### config.mk
export PLATFORM = sky130hd
export DESIGN_NAME = slli_serial_load
export DESIGN_NICKNAME = d
export VERILOG_FILES = /design/src/slli_serial_load.v
export VERILOG_INCLUDE_DIRS = /design/src
export SDC_FILE = /design/constraint.sdc
export NUM_CORES = 1
export LEC_CHECK = 0
export ABC_AREA = 1
export BUFFER_PORTS_ARGS = -buffer_cell sky130_fd_sc_hd__buf_2
export CORE_MARGIN = 4
export CORE_UTILIZATION = 34
export DETAILED_ROUTE_END_ITERATION = 10
export HOLD_SLACK_MARGIN = 0.06
export PLACE_DENSITY = 0.59
export SYNTH_ARGS = -nofsm -noshare
export SYNTH_HDL_FRONTEND = slang
export SYNTH_SLANG_ARGS = --single-unit
### constraint.sdc
create_clock -name ref_clk -period 1.6 [get_ports ref_clk]
set_input_delay 0.08 -clock ref_clk [delete_from_list [all_inputs] [get_ports ref_clk]]
set_output_delay 0.08 -clock ref_clk [all_outputs]
set_load 0.01 [all_outputs]
### src/slli_map.vh
`ifndef SLLI_MAP_VH
`define SLLI_MAP_VH

// =====================================================================
// word geometry
`define SLLI_WORD_W          32
`define SLLI_SEL_W           3
`define SLLI_SEL_MSB         2
`define SLLI_SEL_LSB         0

// =====================================================================
// latch select codes
`define SLLI_SEL_INT_FRAC    3'h0
`define SLLI_SEL_LSB_FRAC    3'h1
`define SLLI_SEL_REF_DIV     3'h2
`define SLLI_AUX_FIRST       3
`define SLLI_AUX_COUNT       5

// =====================================================================
// integer_and_msb_fraction fields
`define SLLI_R0_RAMP_BIT     31
`define SLLI_R0_MUX_MSB      30
`define SLLI_R0_MUX_LSB      27
`define SLLI_R0_INT_MSB      26
`define SLLI_R0_INT_LSB      15
`define SLLI_R0_FRAC_MSB     14
`define SLLI_R0_FRAC_LSB     3

// =====================================================================
// lsb_fraction fields
`define SLLI_R1_FRAC_MSB     27
`define SLLI_R1_FRAC_LSB     15

// =====================================================================
// reference_divider_config fields
`define SLLI_R2_CSR_BIT      28
`define SLLI_R2_CPI_MSB      27
`define SLLI_R2_CPI_LSB      24
`define SLLI_R2_PRESC_BIT    22
`define SLLI_R2_HALF_BIT     21
`define SLLI_R2_DBL_BIT      20
`define SLLI_R2_RCNT_MSB     19
`define SLLI_R2_RCNT_LSB     15
`define SLLI_R2_CLK1_MSB     14
`define SLLI_R2_CLK1_LSB     3

// =====================================================================
// output multiplexer codes
`define SLLI_MUX_TRISTATE    4'h0
`define SLLI_MUX_HIGH        4'h1
`define SLLI_MUX_LOW         4'h2
`define SLLI_MUX_REF_DIV     4'h3
`define SLLI_MUX_LOADED      4'h4

// =====================================================================
// reset values
`define SLLI_RST_WORD        32'h00000000
`define SLLI_RST_RCNT        5'h01

`endif

### src/slli_serial_load.v
`timescale 1ns/10ps
`include "slli_map.vh"

// Overview of operation
// R1 - each serial clock rising edge shifts one data bit into the 32-bit register
// R2 - words arrive most significant bit first; first bit ends at bit 31
// R3 - load strobe rising edge copies the shift register into one of eight latches
// R4 - three lowest shifted bits pick the latch and are not payload; latches 3 to 7 still keep them in the whole word
// R5 - select value 0 to 7 addresses the latch of the same index
// R6 - buffered settings stay at old value until a later R0 load
// R7 - buffered: low fraction, reference count, doubler, pump current, halving bit
// R8 - host writes R1 before R0; frequency change starts at R0 load
// R9 - R0 bits 30 to 27 choose what drives the multiplexed output pin
// R10 - device holds 5-bit reference, 12-bit integer and 25-bit fraction values
// R11 - R0 holds ramp enable bit 31, integer 26:15, upper fraction 14:3
// R12 - R1 holds lower 13 fraction bits 27:15; other bits reserved zero
// R13 - host only programs integer values from 23 to 4095
// R14 - reference counter divides reference input by 1 to 32
// R15 - R2 holds slip reduction, pump current, prescaler, halving, doubler, count, divider
// R16 - loads to latches other than R0 update unbuffered fields at once
module slli_serial_load (
    // clock and reset
    input  wire                          ref_clk,
    input  wire                          reset_n,
    // serial pins
    input  wire                          serial_clk,
    input  wire                          serial_data,
    input  wire                          load_strobe,
    // reference input pin
    input  wire                          ref_in,
    // integer_and_msb_fraction settings
    output reg                           ramp_enable,
    output reg  [3:0]                    outsel,
    output reg  [11:0]                   int_value,
    output reg  [24:0]                   frac_value,
    output reg                           freq_change_start,
    // reference_divider_config settings
    output reg                           cycle_slip_reduction_enable,
    output reg  [3:0]                    pump_current_field,
    output reg                           prescaler_select,
    output reg                           reference_halving_bit,
    output reg                           ref_doubler,
    output reg  [4:0]                    ref_count,
    output reg  [11:0]                   ramp_clk_divider,
    // remaining latches, index 3 in the low word
    output wire [5*`SLLI_WORD_W-1:0]     aux_latches,
    // reference counter output
    output reg                           pfd_ref_tick,
    // multiplexed output pin
    output reg                           multiplexed_output_pin,
    output reg                           multiplexed_output_oe_n
);

    // =================================================================
    // pin synchronisers
    reg  [1:0]                  sclk_sync_q;
    reg  [1:0]                  sdat_sync_q;
    reg  [1:0]                  le_sync_q;
    reg  [1:0]                  ref_sync_q;
    reg                         sclk_prev_q;
    reg                         le_prev_q;
    reg                         ref_prev_q;
    wire                        sclk_rise;
    wire                        le_rise;
    wire                        ref_rise;

    always @(posedge ref_clk or negedge reset_n) begin
        if (!reset_n) begin
            sclk_sync_q <= 2'h0;
            sdat_sync_q <= 2'h0;
            le_sync_q   <= 2'h0;
            ref_sync_q  <= 2'h0;
            sclk_prev_q <= 1'b0;
            le_prev_q   <= 1'b0;
            ref_prev_q  <= 1'b0;
        end else begin
            sclk_sync_q <= {sclk_sync_q[0], serial_clk};
            sdat_sync_q <= {sdat_sync_q[0], serial_data};
            le_sync_q   <= {le_sync_q[0], load_strobe};
            ref_sync_q  <= {ref_sync_q[0], ref_in};
            sclk_prev_q <= sclk_sync_q[1];
            le_prev_q   <= le_sync_q[1];
            ref_prev_q  <= ref_sync_q[1];
        end
    end

    // edges seen only on the second stage, never the first
    assign sclk_rise = sclk_sync_q[1] & ~sclk_prev_q;
    assign le_rise   = le_sync_q[1] & ~le_prev_q;
    assign ref_rise  = ref_sync_q[1] & ~ref_prev_q;

    // =================================================================
    // shift register
    // serial clock must stay below a quarter of ref_clk for clean edges
    reg  [`SLLI_WORD_W-1:0]     shift_q;
    wire [`SLLI_SEL_W-1:0]      sel;

    always @(posedge ref_clk or negedge reset_n) begin
        if (!reset_n) begin
            shift_q <= `SLLI_RST_WORD;
        end else if (sclk_rise) begin
            shift_q <= {shift_q[`SLLI_WORD_W-2:0], sdat_sync_q[1]}; // R1 R2
        end
    end

    assign sel = shift_q[`SLLI_SEL_MSB:`SLLI_SEL_LSB]; // R4

    // =================================================================
    // pending copies of the buffered settings
    reg  [12:0]                 frac_lsb_pend_q;
    reg  [3:0]                  cpi_pend_q;
    reg                         half_pend_q;
    reg                         dbl_pend_q;
    reg  [4:0]                  rcnt_pend_q;
    wire                        load_r0;
    wire                        load_r1;
    wire                        load_r2;

    assign load_r0 = le_rise & (sel == `SLLI_SEL_INT_FRAC); // R5
    assign load_r1 = le_rise & (sel == `SLLI_SEL_LSB_FRAC); // R5
    assign load_r2 = le_rise & (sel == `SLLI_SEL_REF_DIV);  // R5

    always @(posedge ref_clk or negedge reset_n) begin
        if (!reset_n) begin
            frac_lsb_pend_q <= 13'h0000;
            cpi_pend_q      <= 4'h0;
            half_pend_q     <= 1'b0;
            dbl_pend_q      <= 1'b0;
            rcnt_pend_q     <= `SLLI_RST_RCNT;
        end else begin
            if (load_r1) begin
                frac_lsb_pend_q <= shift_q[`SLLI_R1_FRAC_MSB:`SLLI_R1_FRAC_LSB]; // R12 R7
            end
            if (load_r2) begin
                cpi_pend_q  <= shift_q[`SLLI_R2_CPI_MSB:`SLLI_R2_CPI_LSB];   // R7
                half_pend_q <= shift_q[`SLLI_R2_HALF_BIT];                   // R7
                dbl_pend_q  <= shift_q[`SLLI_R2_DBL_BIT];                    // R7
                rcnt_pend_q <= shift_q[`SLLI_R2_RCNT_MSB:`SLLI_R2_RCNT_LSB]; // R7
            end
        end
    end

    // =================================================================
    // active settings
    always @(posedge ref_clk or negedge reset_n) begin
        if (!reset_n) begin
            ramp_enable                 <= 1'b0;
            outsel                      <= `SLLI_MUX_TRISTATE;
            int_value                   <= 12'h000;
            frac_value                  <= 25'h0000000;
            freq_change_start           <= 1'b0;
            cycle_slip_reduction_enable <= 1'b0;
            pump_current_field          <= 4'h0;
            prescaler_select            <= 1'b0;
            reference_halving_bit       <= 1'b0;
            ref_doubler                 <= 1'b0;
            ref_count                   <= `SLLI_RST_RCNT;
            ramp_clk_divider            <= 12'h000;
        end else begin
            freq_change_start <= load_r0; // R8
            if (load_r0) begin
                ramp_enable <= shift_q[`SLLI_R0_RAMP_BIT];                 // R11
                outsel      <= shift_q[`SLLI_R0_MUX_MSB:`SLLI_R0_MUX_LSB]; // R9
                int_value   <= shift_q[`SLLI_R0_INT_MSB:`SLLI_R0_INT_LSB]; // R11 R10
                // lower fraction takes its pending copy only now
                frac_value  <= {shift_q[`SLLI_R0_FRAC_MSB:`SLLI_R0_FRAC_LSB],
                                frac_lsb_pend_q};                          // R6 R10
                pump_current_field    <= cpi_pend_q;                       // R6
                reference_halving_bit <= half_pend_q;                      // R6
                ref_doubler           <= dbl_pend_q;                       // R6
                ref_count             <= rcnt_pend_q;                      // R6 R10
            end
            if (load_r2) begin
                cycle_slip_reduction_enable <= shift_q[`SLLI_R2_CSR_BIT];  // R15 R16
                prescaler_select            <= shift_q[`SLLI_R2_PRESC_BIT]; // R15 R16
                ramp_clk_divider <= shift_q[`SLLI_R2_CLK1_MSB:`SLLI_R2_CLK1_LSB]; // R15 R16
            end
        end
    end

    // =================================================================
    // remaining latches, whole word kept
    genvar g;
    generate
        for (g = 0; g < `SLLI_AUX_COUNT; g = g + 1) begin : aux
            reg [`SLLI_WORD_W-1:0] word_q;
            always @(posedge ref_clk or negedge reset_n) begin
                if (!reset_n) begin
                    word_q <= `SLLI_RST_WORD;
                end else if (le_rise && (sel == (g + `SLLI_AUX_FIRST))) begin
                    word_q <= shift_q; // R3 R16
                end
            end
            assign aux_latches[g*`SLLI_WORD_W +: `SLLI_WORD_W] = word_q;
        end
    endgenerate

    // =================================================================
    // reference counter; count 0 stands for 32
    reg  [5:0]                  ref_cnt_q;
    reg                         ref_div_q;
    reg                         loaded_q;
    wire [5:0]                  ref_ratio;

    assign ref_ratio = (ref_count == 5'h00) ? 6'h20 : {1'b0, ref_count};

    always @(posedge ref_clk or negedge reset_n) begin
        if (!reset_n) begin
            ref_cnt_q    <= 6'h01;
            ref_div_q    <= 1'b0;
            pfd_ref_tick <= 1'b0;
        end else begin
            pfd_ref_tick <= 1'b0;
            if (ref_rise) begin
                if (ref_cnt_q >= ref_ratio) begin
                    ref_cnt_q    <= 6'h01;
                    pfd_ref_tick <= 1'b1;  // R14
                    ref_div_q    <= ~ref_div_q;
                end else begin
                    ref_cnt_q <= ref_cnt_q + 6'h01; // R14
                end
            end
        end
    end

    // =================================================================
    // output multiplexer
    always @(posedge ref_clk or negedge reset_n) begin
        if (!reset_n) begin
            loaded_q                <= 1'b0;
            multiplexed_output_pin  <= 1'b0;
            multiplexed_output_oe_n <= 1'b1;
        end else begin
            if (load_r0) begin
                loaded_q <= 1'b1;
            end
            multiplexed_output_oe_n <= (outsel == `SLLI_MUX_TRISTATE); // R9
            case (outsel)
                `SLLI_MUX_HIGH:    multiplexed_output_pin <= 1'b1;      // R9
                `SLLI_MUX_REF_DIV: multiplexed_output_pin <= ref_div_q; // R9
                `SLLI_MUX_LOADED:  multiplexed_output_pin <= loaded_q;  // R9
                default:           multiplexed_output_pin <= 1'b0;
            endcase
        end
    end

endmodule

==> out/metrics.csv <==
metric;value;unit
Antenna diodes;0;
final WL;29240;um
initial antenna violation count;0;
root buf cell;clkbuf_16;
worst-margin pin slew;516.0;ps
kind of critical path;flip-flop to flip-flop;
Max Cap Viol;0;
residual DRC count;0;
R2R Path End;ref_cnt_q[3];
initial core utilization;34.72;%
Crit. Startpoint;ref_count[1];
CP max stage delay;390;ps
Syn-to-layout area delta;28.14;%
Synth Register Bits;306;
synthesized area;11040;sq um
row count;65;
post-synth top area share;68.45;%
CP arrival;1970;ps
final core occ;44.49;%
Final HPWL DP;19620;um
die height;188.2;um
Final Cell Area;14150;sq um
Post-DP Area;12920;sq um
initial DRC count;541;
critical-path cell list;nor3_2, nand3_2, ha_4, nand2_4, nor2_2, nand2_1, nand2_2, nand2_2, inv_4, nor2_2;
core area;31800;sq um
worst slack, placed;-71.75;ps
layout cells sized above 1;26.09;%
Syn Area/Cell;10.28;sq um
fill count;3107;
final setup vio count;0;
Via Count;8153;
CP Capture Point;ref_cnt_q[3];
status;finished, final reports clean;
CP max-delay cell;dfrtp_1;
total CTS buffers;34;
CP delay by family, top;simple AND/OR/NAND/NOR gates;
clk_lat worst skew;510;ps
worst r2r path cells;10;
# port buffers;236;
TritonCTS clock tree;yes;
ANT nets after route;0;
HP Class;primary input to flip-flop;
Ys Warns;0;
min Tclk post-route;1582;ps
Net Count, Synth;1087;
Critical Path RT;1990;ps
Leakage;0.007326;uW
Seq/Total Area, Yosys;69.40;%
area leader, netlist;dfrtp_1;
Max transition margin;65.56;%
unrepaired setup endpoints after global routing;true;
crit share post-route;98.87;%
dominant cells by area after synthesis;dfrtp_1 68%, nand2_1 12%, o21ai_0 8.4%;
Synth Instances;1074;
crit-path max FO;5;
Max Fclk;632.2;MHz
htree depth;2;
largest net degree at the start of global routing;64;
Clock Skew;12.92;ps
fin nets;1342;
Final Slew Violations;0;
final hold vios;0;
grt ovf;0;
clk buf depth;3;
global placer's final weighted congestion;0.7884;
Clock Sinks;306;
die footprint;35420;sq um
startpoint types;flip-flop;
WP buf/inv;1;
register area;7662;sq um
Pre-Repair DR Iteration Count;5;
multi-input combinational cell area;2939;sq um
global-route wire length before repair;47470;um
Final WS setup;18.14;ps
WHS;226.5;ps
DR vias/cell;4.560;
setup_tns;0;ps
Total GRT Usage;16.62;%
Horiz. Die Dim;188.2;um
R2R Setup Slk;20;ps
crit end category;flip-flop;
Pwr Density;1380;nW/um^2
IO Pins;237;
Reg-to-Reg Start;ref_count[1];
routed len/inst;16.35;um
WP depth;10;
synth unique cells;26;
clock slew at reported path FFs;60;ps
number of global-route vias before repair;8152;
worst vdd ir;0.9094;mV
area by class of cell:
type                            instances  area share (%)
Clock buffer                           49           6.624
Multi-Input combinational cell        645           20.77
Clock inverter                         11          0.9640
Inverter                               68           1.822
Timing Repair Buffer                  274           11.81
Tap cell                              435           3.847
Sequential cell                       306           54.16
worst min path at each step:
stage                             end        from  cells past startpoint
floorplan            aux[0].word_q[0]     reset_n                      0
global placement    aux[2].word_q[15]     reset_n                      1
detailed placement  aux[2].word_q[15]     reset_n                      1
CTS                    sclk_sync_q[0]  serial_clk                      2
global route           sclk_sync_q[0]  serial_clk                      2
finish                  ref_sync_q[0]      ref_in                      2
kinds of logic after synthesis:
| kind of cell | count (synthesis) | share of synthesized area (%) |
|---|---|---|
| AND/OR/NAND/NOR | 384 | 13.63 |
| buffers and inverters | 123 | 4.624 |
| flip-flops | 306 | 69.40 |
| XOR/XNOR | 1 | 0.07934 |
| AO/OA/AOI/OAI | 253 | 11.47 |
| adder cells (fa/ha/maj) | 7 | 0.7933 |
layer usage:
metal / global-route usage [%] / vias up / part of all wire [%]
met1: 23.02 / 3929 / 46
met4: 4.207 / 0 / 2.3
met3: 4.279 / 47 / 6.3
li1: - / 3978 / -
met2: 26.33 / 199 / 45
met5: 0 / - / 0
Yosys cell counts:
cell / n
nor2_1: 16
o21ai_0: 185
buf_6: 3
ha_1: 7
and2_1: 1
nor3_1: 2
nand2_1: 343
nand4_1: 1
inv_2: 5
inv_1: 63
a21oi_1: 3
nor2_2: 2
xnor2_1: 1
nand2_2: 2
o21ai_1: 65
or2_1: 2
nand3_1: 7
nor2_4: 1
clkbuf_1: 39
nor4_1: 1
nand3_2: 2
dfrtp_1: 302
or2_2: 4
dfstp_2: 4
buf_4: 4
buf_2: 9
per-stage QoR:
stage	instances	power, uW
finish	1788	19520
global route	1788	20600
detailed placement	1720	12070
floorplan	1074	10610
CTS	1788	19770
global placement	1720	12000
sequential cells by signal, indices dropped and copies added, names as in the netlist, 2 cells and up:
name                flops
frac_lsb_pend_q        13
cpi_pend_q              4
le_sync_q               2
ref_count               5
outsel                  4
aux.word_q            160
frac_value             25
ramp_clk_divider       12
ref_cnt_q               6
pump_current_field      4
shift_q                32
sclk_sync_q             2
ref_sync_q              2
int_value              12
rcnt_pend_q             5
sdat_sync_q             2
report_power, final:
group | leakage, uW | switching [uW] | total [uW] | internal (uW)
clock | 0.000521 | 3120 | 7560 | 4440
sequential | 0.00414 | 523 | 9140 | 8620
combinational | 0.00266 | 1760 | 2810 | 1050
timing repair:
item                                   4_1_cts  5_1_grt
setup endpoints to repair                    6       31
setup buffers                                1        0
endpoints found under the hold margin      308        0
gates resized for setup                      6       12
pin swaps                                    8        4
hold buffers                                 7        0
cells in the final DEF, fill, tap and decap left out, types with 12 or more instances in the layout:
| cell type | netlist | layout |
|---|---|---|
| nand2_1 | 343 | 335 |
| dfrtp_1 | 302 | 302 |
| buf_2 | 9 | 235 |
| o21ai_0 | 185 | 184 |
| o21ai_1 | 65 | 66 |
| inv_1 | 63 | 62 |
| clkbuf_16 | 0 | 34 |
| buf_4 | 4 | 17 |
| buf_12 | 0 | 14 |
| nor2_1 | 16 | 12 |
| clkbuf_1 | 39 | 12 |
No activity file was read; power rests on OpenSTA's default activity.
